File: src/rtl/lta_pkg.sv
/*
 * Constants for the line test and alarm register bank: register offsets,
 * field widths, reset values and port widths.
 * Assumes a single synchronous clock domain and an 8-bit host data path.
 */
package lta_pkg;

    // ----------------------------------------------------------------
    // Widths
    // ----------------------------------------------------------------
    localparam int LTA_ADDR_W = 8;
    localparam int LTA_DEC_W = 5;
    localparam int LTA_DATA_W = 8;
    localparam int LTA_NUM_RX = 4;
    localparam int LTA_NUM_TX = 2;

    // ----------------------------------------------------------------
    // Register offsets (upper address bits are not decoded)
    // ----------------------------------------------------------------
    localparam logic [LTA_DEC_W-1:0] LTA_OFF_IDENT = 5'h00;
    localparam logic [LTA_DEC_W-1:0] LTA_OFF_ANALOG_LOOP = 5'h01;
    localparam logic [LTA_DEC_W-1:0] LTA_OFF_REMOTE_LOOP = 5'h02;
    localparam logic [LTA_DEC_W-1:0] LTA_OFF_ALL_ONES = 5'h03;
    localparam logic [LTA_DEC_W-1:0] LTA_OFF_LOSS_STATUS = 5'h04;
    localparam logic [LTA_DEC_W-1:0] LTA_OFF_SHORT_STATUS = 5'h05;
    localparam logic [LTA_DEC_W-1:0] LTA_OFF_LOSS_IRQ_EN = 5'h06;
    localparam logic [LTA_DEC_W-1:0] LTA_OFF_SHORT_IRQ_EN = 5'h07;
    localparam logic [LTA_DEC_W-1:0] LTA_OFF_LOSS_CHANGE = 5'h08;
    localparam logic [LTA_DEC_W-1:0] LTA_OFF_SHORT_CHANGE = 5'h09;

    // ----------------------------------------------------------------
    // Reset values
    // ----------------------------------------------------------------
    localparam logic [LTA_NUM_TX-1:0] LTA_RST_TX = 2'h0;
    localparam logic [LTA_NUM_RX-1:0] LTA_RST_RX = 4'h0;
    localparam logic [LTA_DATA_W-1:0] LTA_RST_DATA = 8'h00;

    // Arbitrary neutral identity value
    localparam logic [LTA_DATA_W-1:0] LTA_IDENT_VALUE = 8'h5A;

endpackage

File: src/rtl/lta_regs.sv
/*
 * Host control and status register bank of a dual-channel line transceiver:
 * loopback and all-ones controls, loss-of-signal and driver-short status,
 * change latches, enables and the interrupt request.
 * Assumes a synchronous host port on the same clock; line monitors and
 * mode straps are asynchronous and are synchronised here.
 */
// Summary of operation
// [RQ1] Analog loopback enable per transceiver, bits 1-0
// [RQ2] Remote loopback enable per transceiver, bits 1-0
// [RQ3] Host writes zero to unused upper bits
// [RQ4] All-ones enable forces marks on line output
// [RQ5] All-ones and loss status clear at reset
// [RQ6] Loss status bit follows valid loss detection
// [RQ7] Any loss status change raises interrupt event
// [RQ8] One read clears all loss interrupts
// [RQ9] Driver-short status follows short monitor detection
// [RQ10] Short detection only in T1 3.3V mode
// [RQ11] Short status resets zero; read clears interrupts
// [RQ12] All-ones timed by master, else transmit clock
// [RQ13] No all-ones when both clocks held high
// [RQ14] Loss interrupt enable per receiver, bits 3-0
// [RQ15] Loss interrupt enables clear at reset
// [RQ16] Change flag latches on loss status change
// [RQ17] Driver-short interrupt enable per transceiver
// [RQ18] Interrupt while enabled change flag is set
// [RQ19] Unused upper bits read as zero
module lta_regs
    import lta_pkg::*;
(
    // Clock and reset
    input wire logic clock,
    input wire logic rst,
    // Host register port
    input wire logic [LTA_ADDR_W-1:0] host_addr,
    input wire logic host_write,
    input wire logic host_read,
    input wire logic [LTA_DATA_W-1:0] host_wdata,
    output logic [LTA_DATA_W-1:0] host_rdata,
    output logic host_rvalid,
    // Line monitors, asynchronous
    input wire logic [LTA_NUM_RX-1:0] signal_loss_detect,
    input wire logic [LTA_NUM_TX-1:0] driver_short_detect,
    // Mode and clock status, asynchronous
    input wire logic t1_mode,
    input wire logic transmit_supply_3v3,
    input wire logic master_clock_present,
    input wire logic master_clock_high,
    input wire logic [LTA_NUM_TX-1:0] channel_transmit_clock_high,
    // Transceiver controls
    output logic [LTA_NUM_TX-1:0] analog_loop_enable,
    output logic [LTA_NUM_TX-1:0] remote_loop_enable,
    output logic [LTA_NUM_TX-1:0] all_ones_transmit,
    output logic [LTA_NUM_TX-1:0] all_ones_ref_transmit_clock,
    // Interrupt request, active high
    output logic irq
);

    // ----------------------------------------------------------------
    // Functions
    // ----------------------------------------------------------------
    function automatic logic hits(input logic [LTA_ADDR_W-1:0] addr, input logic [LTA_DEC_W-1:0] off);
        hits = (addr[LTA_DEC_W-1:0] == off);
    endfunction

    function automatic logic [LTA_DATA_W-1:0] pad_rx(input logic [LTA_NUM_RX-1:0] v);
        pad_rx = {{(LTA_DATA_W-LTA_NUM_RX){1'b0}}, v};
    endfunction

    function automatic logic [LTA_DATA_W-1:0] pad_tx(input logic [LTA_NUM_TX-1:0] v);
        pad_tx = {{(LTA_DATA_W-LTA_NUM_TX){1'b0}}, v};
    endfunction

    // ----------------------------------------------------------------
    // Input synchronisers
    // ----------------------------------------------------------------
    localparam int SYNC_W = LTA_NUM_RX + LTA_NUM_TX + 4 + LTA_NUM_TX;
    logic [SYNC_W-1:0] sync_meta;
    logic [SYNC_W-1:0] sync_out;
    logic [SYNC_W-1:0] next_sync_meta;
    logic [SYNC_W-1:0] next_sync_out;

    // Only the second stage is read, so metastability stays inside the pair
    always_comb begin
        next_sync_meta = {signal_loss_detect, driver_short_detect, t1_mode, transmit_supply_3v3,
                          master_clock_present, master_clock_high, channel_transmit_clock_high};
        next_sync_out = sync_meta;
    end

    always_ff @(posedge clock) begin
        if (rst) begin
            sync_meta <= '0;
            sync_out <= '0;
        end else begin
            sync_meta <= next_sync_meta;
            sync_out <= next_sync_out;
        end
    end

    logic [LTA_NUM_RX-1:0] loss_in;
    logic [LTA_NUM_TX-1:0] short_in;
    logic t1_s;
    logic supply_s;
    logic mclk_present_s;
    logic mclk_high_s;
    logic [LTA_NUM_TX-1:0] channel_transmit_clock_high_s;

    assign {loss_in, short_in, t1_s, supply_s, mclk_present_s, mclk_high_s, channel_transmit_clock_high_s} = sync_out;

    // ----------------------------------------------------------------
    // Loopback controls
    // ----------------------------------------------------------------
    logic [LTA_NUM_TX-1:0] analog_loop;
    logic [LTA_NUM_TX-1:0] remote_loop;
    logic [LTA_NUM_TX-1:0] next_analog_loop;
    logic [LTA_NUM_TX-1:0] next_remote_loop;

    // Upper data bits are simply not stored, so a stray one cannot stick
    always_comb begin
        next_analog_loop = analog_loop;
        next_remote_loop = remote_loop;
        if (host_write && hits(host_addr, LTA_OFF_ANALOG_LOOP)) begin
            next_analog_loop = host_wdata[LTA_NUM_TX-1:0]; // [RQ1]
        end
        if (host_write && hits(host_addr, LTA_OFF_REMOTE_LOOP)) begin
            next_remote_loop = host_wdata[LTA_NUM_TX-1:0]; // [RQ2]
        end
    end

    always_ff @(posedge clock) begin
        if (rst) begin
            analog_loop <= LTA_RST_TX;
            remote_loop <= LTA_RST_TX;
        end else begin
            analog_loop <= next_analog_loop;
            remote_loop <= next_remote_loop;
        end
    end

    // ----------------------------------------------------------------
    // All-ones control
    // ----------------------------------------------------------------
    logic [LTA_NUM_TX-1:0] all_ones_enable;
    logic [LTA_NUM_TX-1:0] next_all_ones_enable;

    always_comb begin
        next_all_ones_enable = all_ones_enable;
        if (host_write && hits(host_addr, LTA_OFF_ALL_ONES)) begin
            next_all_ones_enable = host_wdata[LTA_NUM_TX-1:0]; // [RQ4]
        end
    end

    always_ff @(posedge clock) begin
        if (rst) begin
            all_ones_enable <= LTA_RST_TX; // [RQ5]
        end else begin
            all_ones_enable <= next_all_ones_enable;
        end
    end

    // ----------------------------------------------------------------
    // Interrupt enables
    // ----------------------------------------------------------------
    logic [LTA_NUM_RX-1:0] signal_loss_irq_enable;
    logic [LTA_NUM_TX-1:0] driver_short_irq_enable;
    logic [LTA_NUM_RX-1:0] next_signal_loss_irq_enable;
    logic [LTA_NUM_TX-1:0] next_driver_short_irq_enable;

    always_comb begin
        next_signal_loss_irq_enable = signal_loss_irq_enable;
        next_driver_short_irq_enable = driver_short_irq_enable;
        if (host_write && hits(host_addr, LTA_OFF_LOSS_IRQ_EN)) begin
            next_signal_loss_irq_enable = host_wdata[LTA_NUM_RX-1:0]; // [RQ14]
        end
        if (host_write && hits(host_addr, LTA_OFF_SHORT_IRQ_EN)) begin
            next_driver_short_irq_enable = host_wdata[LTA_NUM_TX-1:0]; // [RQ17]
        end
    end

    always_ff @(posedge clock) begin
        if (rst) begin
            signal_loss_irq_enable <= LTA_RST_RX; // [RQ15]
            driver_short_irq_enable <= LTA_RST_TX;
        end else begin
            signal_loss_irq_enable <= next_signal_loss_irq_enable;
            driver_short_irq_enable <= next_driver_short_irq_enable;
        end
    end

    // ----------------------------------------------------------------
    // Loss-of-signal status and change latches
    // ----------------------------------------------------------------
    logic [LTA_NUM_RX-1:0] signal_loss_flag;
    logic [LTA_NUM_RX-1:0] signal_loss_change_flag;
    logic [LTA_NUM_RX-1:0] next_signal_loss_flag;
    logic [LTA_NUM_RX-1:0] next_signal_loss_change_flag;
    logic clear_loss;

    // Status is live; only the change latches are sticky
    always_comb begin
        next_signal_loss_flag = loss_in; // [RQ6]
        // Reading the loss status or loss change register clears all loss change latches
        clear_loss = host_read
                     & (hits(host_addr, LTA_OFF_LOSS_STATUS) | hits(host_addr, LTA_OFF_LOSS_CHANGE)); // [RQ8]
        // A change in the same cycle as the clear still latches
        next_signal_loss_change_flag = (clear_loss ? LTA_RST_RX : signal_loss_change_flag)
                                       | (next_signal_loss_flag ^ signal_loss_flag); // [RQ7] [RQ16]
    end

    always_ff @(posedge clock) begin
        if (rst) begin
            signal_loss_flag <= LTA_RST_RX; // [RQ5]
            signal_loss_change_flag <= LTA_RST_RX;
        end else begin
            signal_loss_flag <= next_signal_loss_flag;
            signal_loss_change_flag <= next_signal_loss_change_flag;
        end
    end

    // ----------------------------------------------------------------
    // Driver-short status and change latches
    // ----------------------------------------------------------------
    logic [LTA_NUM_TX-1:0] driver_short_flag;
    logic [LTA_NUM_TX-1:0] driver_short_change_flag;
    logic [LTA_NUM_TX-1:0] next_driver_short_flag;
    logic [LTA_NUM_TX-1:0] next_driver_short_change_flag;
    logic short_valid;
    logic clear_short;

    // Outside T1 at 3.3V the monitor means nothing, so status is held at zero
    always_comb begin
        short_valid = t1_s & supply_s; // [RQ10]
        next_driver_short_flag = short_valid ? short_in : LTA_RST_TX; // [RQ9]
        clear_short = host_read
                      & (hits(host_addr, LTA_OFF_SHORT_STATUS) | hits(host_addr, LTA_OFF_SHORT_CHANGE)); // [RQ11]
        next_driver_short_change_flag = (clear_short ? LTA_RST_TX : driver_short_change_flag)
                                        | (next_driver_short_flag ^ driver_short_flag);
    end

    always_ff @(posedge clock) begin
        if (rst) begin
            driver_short_flag <= LTA_RST_TX; // [RQ11]
            driver_short_change_flag <= LTA_RST_TX;
        end else begin
            driver_short_flag <= next_driver_short_flag;
            driver_short_change_flag <= next_driver_short_change_flag;
        end
    end

    // ----------------------------------------------------------------
    // Read port
    // ----------------------------------------------------------------
    logic [LTA_DATA_W-1:0] rdata;
    logic rvalid;
    logic [LTA_DATA_W-1:0] next_rdata;
    logic next_rvalid;

    // Unmapped offsets and unused bits read zero
    always_comb begin
        next_rvalid = host_read;
        next_rdata = LTA_RST_DATA;
        if (host_read) begin
            case (host_addr[LTA_DEC_W-1:0])
                LTA_OFF_IDENT: next_rdata = LTA_IDENT_VALUE;
                LTA_OFF_ANALOG_LOOP: next_rdata = pad_tx(analog_loop); // [RQ19]
                LTA_OFF_REMOTE_LOOP: next_rdata = pad_tx(remote_loop);
                LTA_OFF_ALL_ONES: next_rdata = pad_tx(all_ones_enable);
                LTA_OFF_LOSS_STATUS: next_rdata = pad_rx(signal_loss_flag);
                LTA_OFF_SHORT_STATUS: next_rdata = pad_tx(driver_short_flag);
                LTA_OFF_LOSS_IRQ_EN: next_rdata = pad_rx(signal_loss_irq_enable);
                LTA_OFF_SHORT_IRQ_EN: next_rdata = pad_tx(driver_short_irq_enable);
                LTA_OFF_LOSS_CHANGE: next_rdata = pad_rx(signal_loss_change_flag);
                LTA_OFF_SHORT_CHANGE: next_rdata = pad_tx(driver_short_change_flag);
                default: next_rdata = LTA_RST_DATA;
            endcase
        end
    end

    always_ff @(posedge clock) begin
        if (rst) begin
            rdata <= LTA_RST_DATA;
            rvalid <= 1'b0;
        end else begin
            rdata <= next_rdata;
            rvalid <= next_rvalid;
        end
    end

    // ----------------------------------------------------------------
    // Loopback and host outputs
    // ----------------------------------------------------------------
    assign host_rdata = rdata;
    assign host_rvalid = rvalid;
    assign analog_loop_enable = analog_loop;
    assign remote_loop_enable = remote_loop;

    // ----------------------------------------------------------------
    // All-ones outputs
    // ----------------------------------------------------------------
    // Both clocks high means recovery or driver-only mode: no marks there
    always_comb begin
        for (int i = 0; i < LTA_NUM_TX; i++) begin
            all_ones_transmit[i] = all_ones_enable[i] & ~(mclk_high_s & channel_transmit_clock_high_s[i]); // [RQ4] [RQ13]
        end
    end

    // Fall back to the transmit clock only when the master clock is gone
    assign all_ones_ref_transmit_clock = mclk_present_s ? LTA_RST_TX : all_ones_enable; // [RQ12]

    // ----------------------------------------------------------------
    // Interrupt request
    // ----------------------------------------------------------------
    assign irq = (|(signal_loss_change_flag & signal_loss_irq_enable))
                 | (|(driver_short_change_flag & driver_short_irq_enable)); // [RQ18]

endmodule

File: config.mk
export PLATFORM = sky130hd
export DESIGN_NAME = lta_regs
export DESIGN_NICKNAME = d
export VERILOG_FILES = /design/src/rtl/lta_pkg.sv /design/src/rtl/lta_regs.sv
export SDC_FILE = /design/constraint.sdc
export NUM_CORES = 1
export LEC_CHECK = 0
export BUFFER_PORTS_ARGS = -buffer_cell sky130_fd_sc_hd__buf_4
export CORE_ASPECT_RATIO = 2
export CORE_MARGIN = 10
export CORE_UTILIZATION = 42
export DETAILED_ROUTE_END_ITERATION = 8
export PLACE_DENSITY = 0.68
export SYNTH_ARGS = -nofsm -noshare
export SYNTH_HDL_FRONTEND = slang
export SYNTH_SLANG_ARGS = --single-unit
File: constraint.sdc
create_clock -name clock -period 1.7 [get_ports clock]
set_clock_uncertainty 0.1 [all_clocks]
set_input_delay 0.51 -clock clock [delete_from_list [all_inputs] [get_ports clock]]
set_output_delay 0.51 -clock clock [all_outputs]
set_load 0.005 [all_outputs]
* Word-level counts from Yosys, hierarchy flattened
Cells that the tools add are included.
Storage, ports and cells: bits in registers 57, logic and storage cells 55
Operators by class: equal/unequal tests 9, muxes and demuxes 5, bitwise operators 19, reductions and logical operators 9
Operator list (number):
- $pmux 7 s10 | 1
- $eq 5x3->1 const B | 4
- $eq 5x2->1 const B | 2
- $eq 5x4->1 const B | 2
- $and 1x1->1 | 7
- $mux 2 | 3
- $eq 5x1->1 const B | 1
- $logic_and 1x1->1 | 5
- $logic_not 5->1 | 1
- $and 4x4->4 | 1
- $mux 4 | 1
- $or 4x4->4 | 1
- $reduce_or 2->1 | 2
- $reduce_or 4->1 | 1
- $xor 4x4->4 | 1
- $not 1->1 | 3
- $or 1x1->1 | 3
- $and 2x2->2 | 1
- $or 2x2->2 | 1
- $xor 2x2->2 | 1

* Longest topological paths before layout
word-level depth 5, mapped depth 6

* Worst setup path before layout
Ideal clock, no wire load.
kind input port to flip-flop, start point input host_addr[3], end point register signal_loss_irq_enable[0], library setup time 0.128 ns, arrival 1.475 ns, path slack -0.003 ns, cell stages on the path 6, path buffers 2, path through buf_2 nor4b_4 and3_1 buf_4 mux2i_1 nor2_1
Between the ends: word-level cells in the longest chain between the ends 2
Ends and longest elaborated chain:
- from (decl) | line lta_regs.sv:35 | input wire logic [LTA_ADDR_W-1:0] host_addr,
- $eq 5x3->1 | line lta_regs.sv:63 | hits = (addr[LTA_DEC_W-1:0] == off);
- $logic_and 1x1->1 | line lta_regs.sv:172 | if (host_write && hits(host_addr, LTA_OFF_LOSS_IRQ_EN)) begin
- to (signal assigned) | line lta_regs.sv:185 | signal_loss_irq_enable <= next_signal_loss_irq_enable;
- to (decl) | line lta_regs.sv:164 | logic [LTA_NUM_RX-1:0] signal_loss_irq_enable;
Every way passes these cells. A chain may end at the register's enable or synchronous reset.

* Final worst setup path
start point register signal_loss_change_flag[3], end point output irq
Between the ends: word-level cells in the longest chain between the ends 3
Ends and longest elaborated chain:
- from (decl) | line lta_regs.sv:194 | logic [LTA_NUM_RX-1:0] signal_loss_change_flag;
- from (signal assigned) | line lta_regs.sv:216 | signal_loss_change_flag <= next_signal_loss_change_flag;
- $and 4x4->4 | line lta_regs.sv:313 | assign irq = (|(signal_loss_change_flag & signal_loss_irq_enable))
- $reduce_or 4->1 | line lta_regs.sv:313
- $or 1x1->1 | line lta_regs.sv:314 | | (|(driver_short_change_flag & driver_short_irq_enable));
- to (decl) | line lta_regs.sv:56 | output logic irq
Every way passes these cells.

==> qor.txt <==
run status -> complete, but fails checks
failing checks -> negative setup slack
RSZ-0062 raised after global routing -> yes
GRT busiest layer -> met2
placed insts -> 302
clk buf depth -> 2
Clock Latency Late Sink -> 300 ps
Worst Reg-to-Reg Cells -> 4
Async S/R FF share, synth -> 0%
clk sinks -> 54
clk root buf -> clkbuf_8
crit path kind -> flip-flop to output port
Setup WS pre-CTS -> -155.1 ps
Critical Path End -> irq
Die H -> 119.3 um
total gr overflow -> 0
yosys synthesis warning count -> 0
leak pwr -> 1.151 nW
Post-Synthesis Cells -> 202
fin nets -> 285
largest net degree at the start of global routing -> 49
CTS tree -> done
dominant synthesized flop cell -> dfxtp_1
Worst VDD drop -> 651.6 uV
final setup vio count -> 1
Final Hold Vio Count -> 0
H-tree depth -> 2
launch point of the worst reg-to-reg path -> signal_loss_irq_enable[0]
global-route wire length before repair -> 7072 um
syn avg cell area -> 10.25 um^2
Worst-path clk slew -> 90 ps
Final Power -> 2.226 mW
dominant cells by area after synthesis -> dfxtp_1 52%, nor2b_1 10%, mux2i_1 5.8%
Post-synth EDFFs -> 0
Vias/cell -> 4.961
Die Wd -> 69.65 um
Layout Utilization -> 54.28%
max frequency -> 582.5 MHz
unique cell type count in the Yosys netlist -> 38
# DRC -> 0
cts hold-fix bufs -> 0
area leader, netlist -> dfxtp_1
met2 usage -> 19.66%
antenna-violating nets left -> 0
# port buffers -> 40
area of the die -> 8309 um^2
flop2flop setup slack -> 260 ps
crit end category -> output port
via count -> 1543
Num CTS Buffers -> 5
worst hold slack -> 302.6 ps
DR iter-0 viols -> 46
Area Growth Syn to Fin -> 26.34%
GP Congestion -> 0.8093
number of antenna violations at the first check in global routing -> 0
Tightest Hold Check Type -> input port to flip-flop
Post-DP HPWL -> 3291 um
Layout Cells excl Fill -> 311
PD cells -> 850.8 nW/um^2
vias in the first global route -> 1539
area of the mapped netlist -> 2071 um^2
Final min period -> 1717 ps
Core Area -> 4820 um^2
CP max FO -> 2
Seq cells post-synth -> 54
Worst EP required -> 1090 ps
Setup crit start kind -> flip-flop
M1 GR Usage -> 9.436%
Final Cycle Share -> 101.0%
Worst Slack Setup Final -> -16.80 ps
TritonRoute pass-1 iters -> 4
critical path arrival -> 1110 ps
ANT cells -> 0
post-synth top area share -> 52.21%
R2R Path End -> host_rdata[0]
met3 Use GR -> 2.660%
total routed wirelength -> 4296 um
register area share after synthesis -> 52.21%
IO Count -> 50
critical path launch point -> signal_loss_change_flag[3]
fillers -> 437
drt wl/cell -> 13.81 um
GRT Util Overall -> 10.37%
share of cells above drive strength 1 -> 32.28%
number of max-cap violations -> 0
num rows -> 36
Initial Utilization -> 42.96%
Final Max Tran Viols -> 0
## worst min path at each step
| stage | end | slack, ps | depth (start not counted) | from |
|---|---|---|---|---|
| after floorplan | sync_out[0] | 310 | 1 | next_sync_out[0] |
| after global placement | sync_out[11] | 320 | 1 | next_sync_out[11] |
| after detailed placement | sync_out[11] | 320 | 1 | next_sync_out[11] |
| after CTS | host_rvalid | 290 | 2 | rst |
| after global routing | host_rvalid | 290 | 2 | rst |
| final | host_rvalid | 300 | 2 | rst |
## cell usage after synthesis (2+ instances only)
cell type,n
a21boi_0,2
a21oi_1,7
a22oi_1,3
a32oi_1,2
and3_1,5
buf_2,3
buf_4,4
clkbuf_1,5
dfxtp_1,54
mux2_2,4
mux2i_1,12
nand2_1,2
nand2b_1,2
nand3_1,8
nand3b_1,3
nand4_1,2
nor2_1,24
nor2b_1,33
o21ai_0,3
xnor2_1,2
xor2_1,5
## timing repair
| action | CTS | global route |
|---|---|---|
| resized for setup | 8 | 4 |
| buffers inserted | 1 | 0 |
| pin swaps | 3 | 0 |
| setup endpoints to repair | 2 | 3 |
## final cells by class
cell class / instances / area, um^2 / area share, %
timing repair buffer: 57 / 431.7 / 16.50
multi-input combinational: 133 / 927.1 / 35.44
inverter: 2 / 7.507 / 0.2869
clock inverter: 1 / 5.005 / 0.1913
sequential: 54 / 1087 / 41.56
tap: 57 / 71.32 / 2.726
clock buffer: 7 / 86.33 / 3.300
## layout by cell type, fill, tap and decap left out, types with 2 or more instances in the layout
cell,instances
conb_1,2
mux2_2,4
nand4_1,2
and3_1,5
nand2b_1,2
nor2_1,24
a21boi_1,2
a22oi_2,3
xor2_1,5
nand3b_1,3
nand2_1,2
a32oi_1,2
nor2b_1,33
buf_4,56
o21ai_0,3
a21oi_1,7
xnor2_1,2
nand3_1,7
mux2i_1,12
dfxtp_2,5
dfxtp_1,49
clkbuf_8,6
## power breakdown
part           total [mW]  internal (mW)  switching, mW
Combinational       0.193          0.105         0.0886
Sequential           1.32           1.30         0.0180
Clock               0.710          0.329          0.381
Total                2.23           1.74          0.488
## per-stage QoR
step | TNS (ps) | instance area [um^2]
2_1_floorplan | 0 | 2077
3_3_place_gp | -475.9 | 2487
3_5_place_dp | -564.3 | 2487
4_1_cts | -1.703 | 2606
5_1_grt | -77.43 | 2616
6_report | -16.80 | 2616
## kinds of logic after synthesis
group / after synthesis / synth area share, %
simple gates: 83 / 22.96
buf+inv: 16 / 4.169
other cells: 1 / 0.1811
mux: 17 / 9.245
compound gates: 24 / 8.278
flops: 54 / 52.21
xor+xnor: 7 / 2.961
## sequential cells by signal, indices dropped and copies added, names as in the netlist
register                  flops
driver_short_flag             2
all_ones_enable               2
analog_loop_enable            2
sync_out                     12
host_rvalid                   1
driver_short_change_flag      2
remote_loop_enable            2
signal_loss_irq_enable        4
host_rdata                    5
driver_short_irq_enable       2
signal_loss_flag              4
signal_loss_change_flag       4
next_sync_out                12
## critical path: stages (launching register included)
cell     delay, ps
dfxtp_2        340
a22oi_2        230
nand3_2        110
buf_6          120
## routing by layer
metal  wire length [um]  part of all wire (%)
met3                166                   3.9
met4                167                   3.9
met5                  0                     0
met2               2401                    56
met1               1560                    36
No activity file was read; power rests on OpenSTA's default activity.
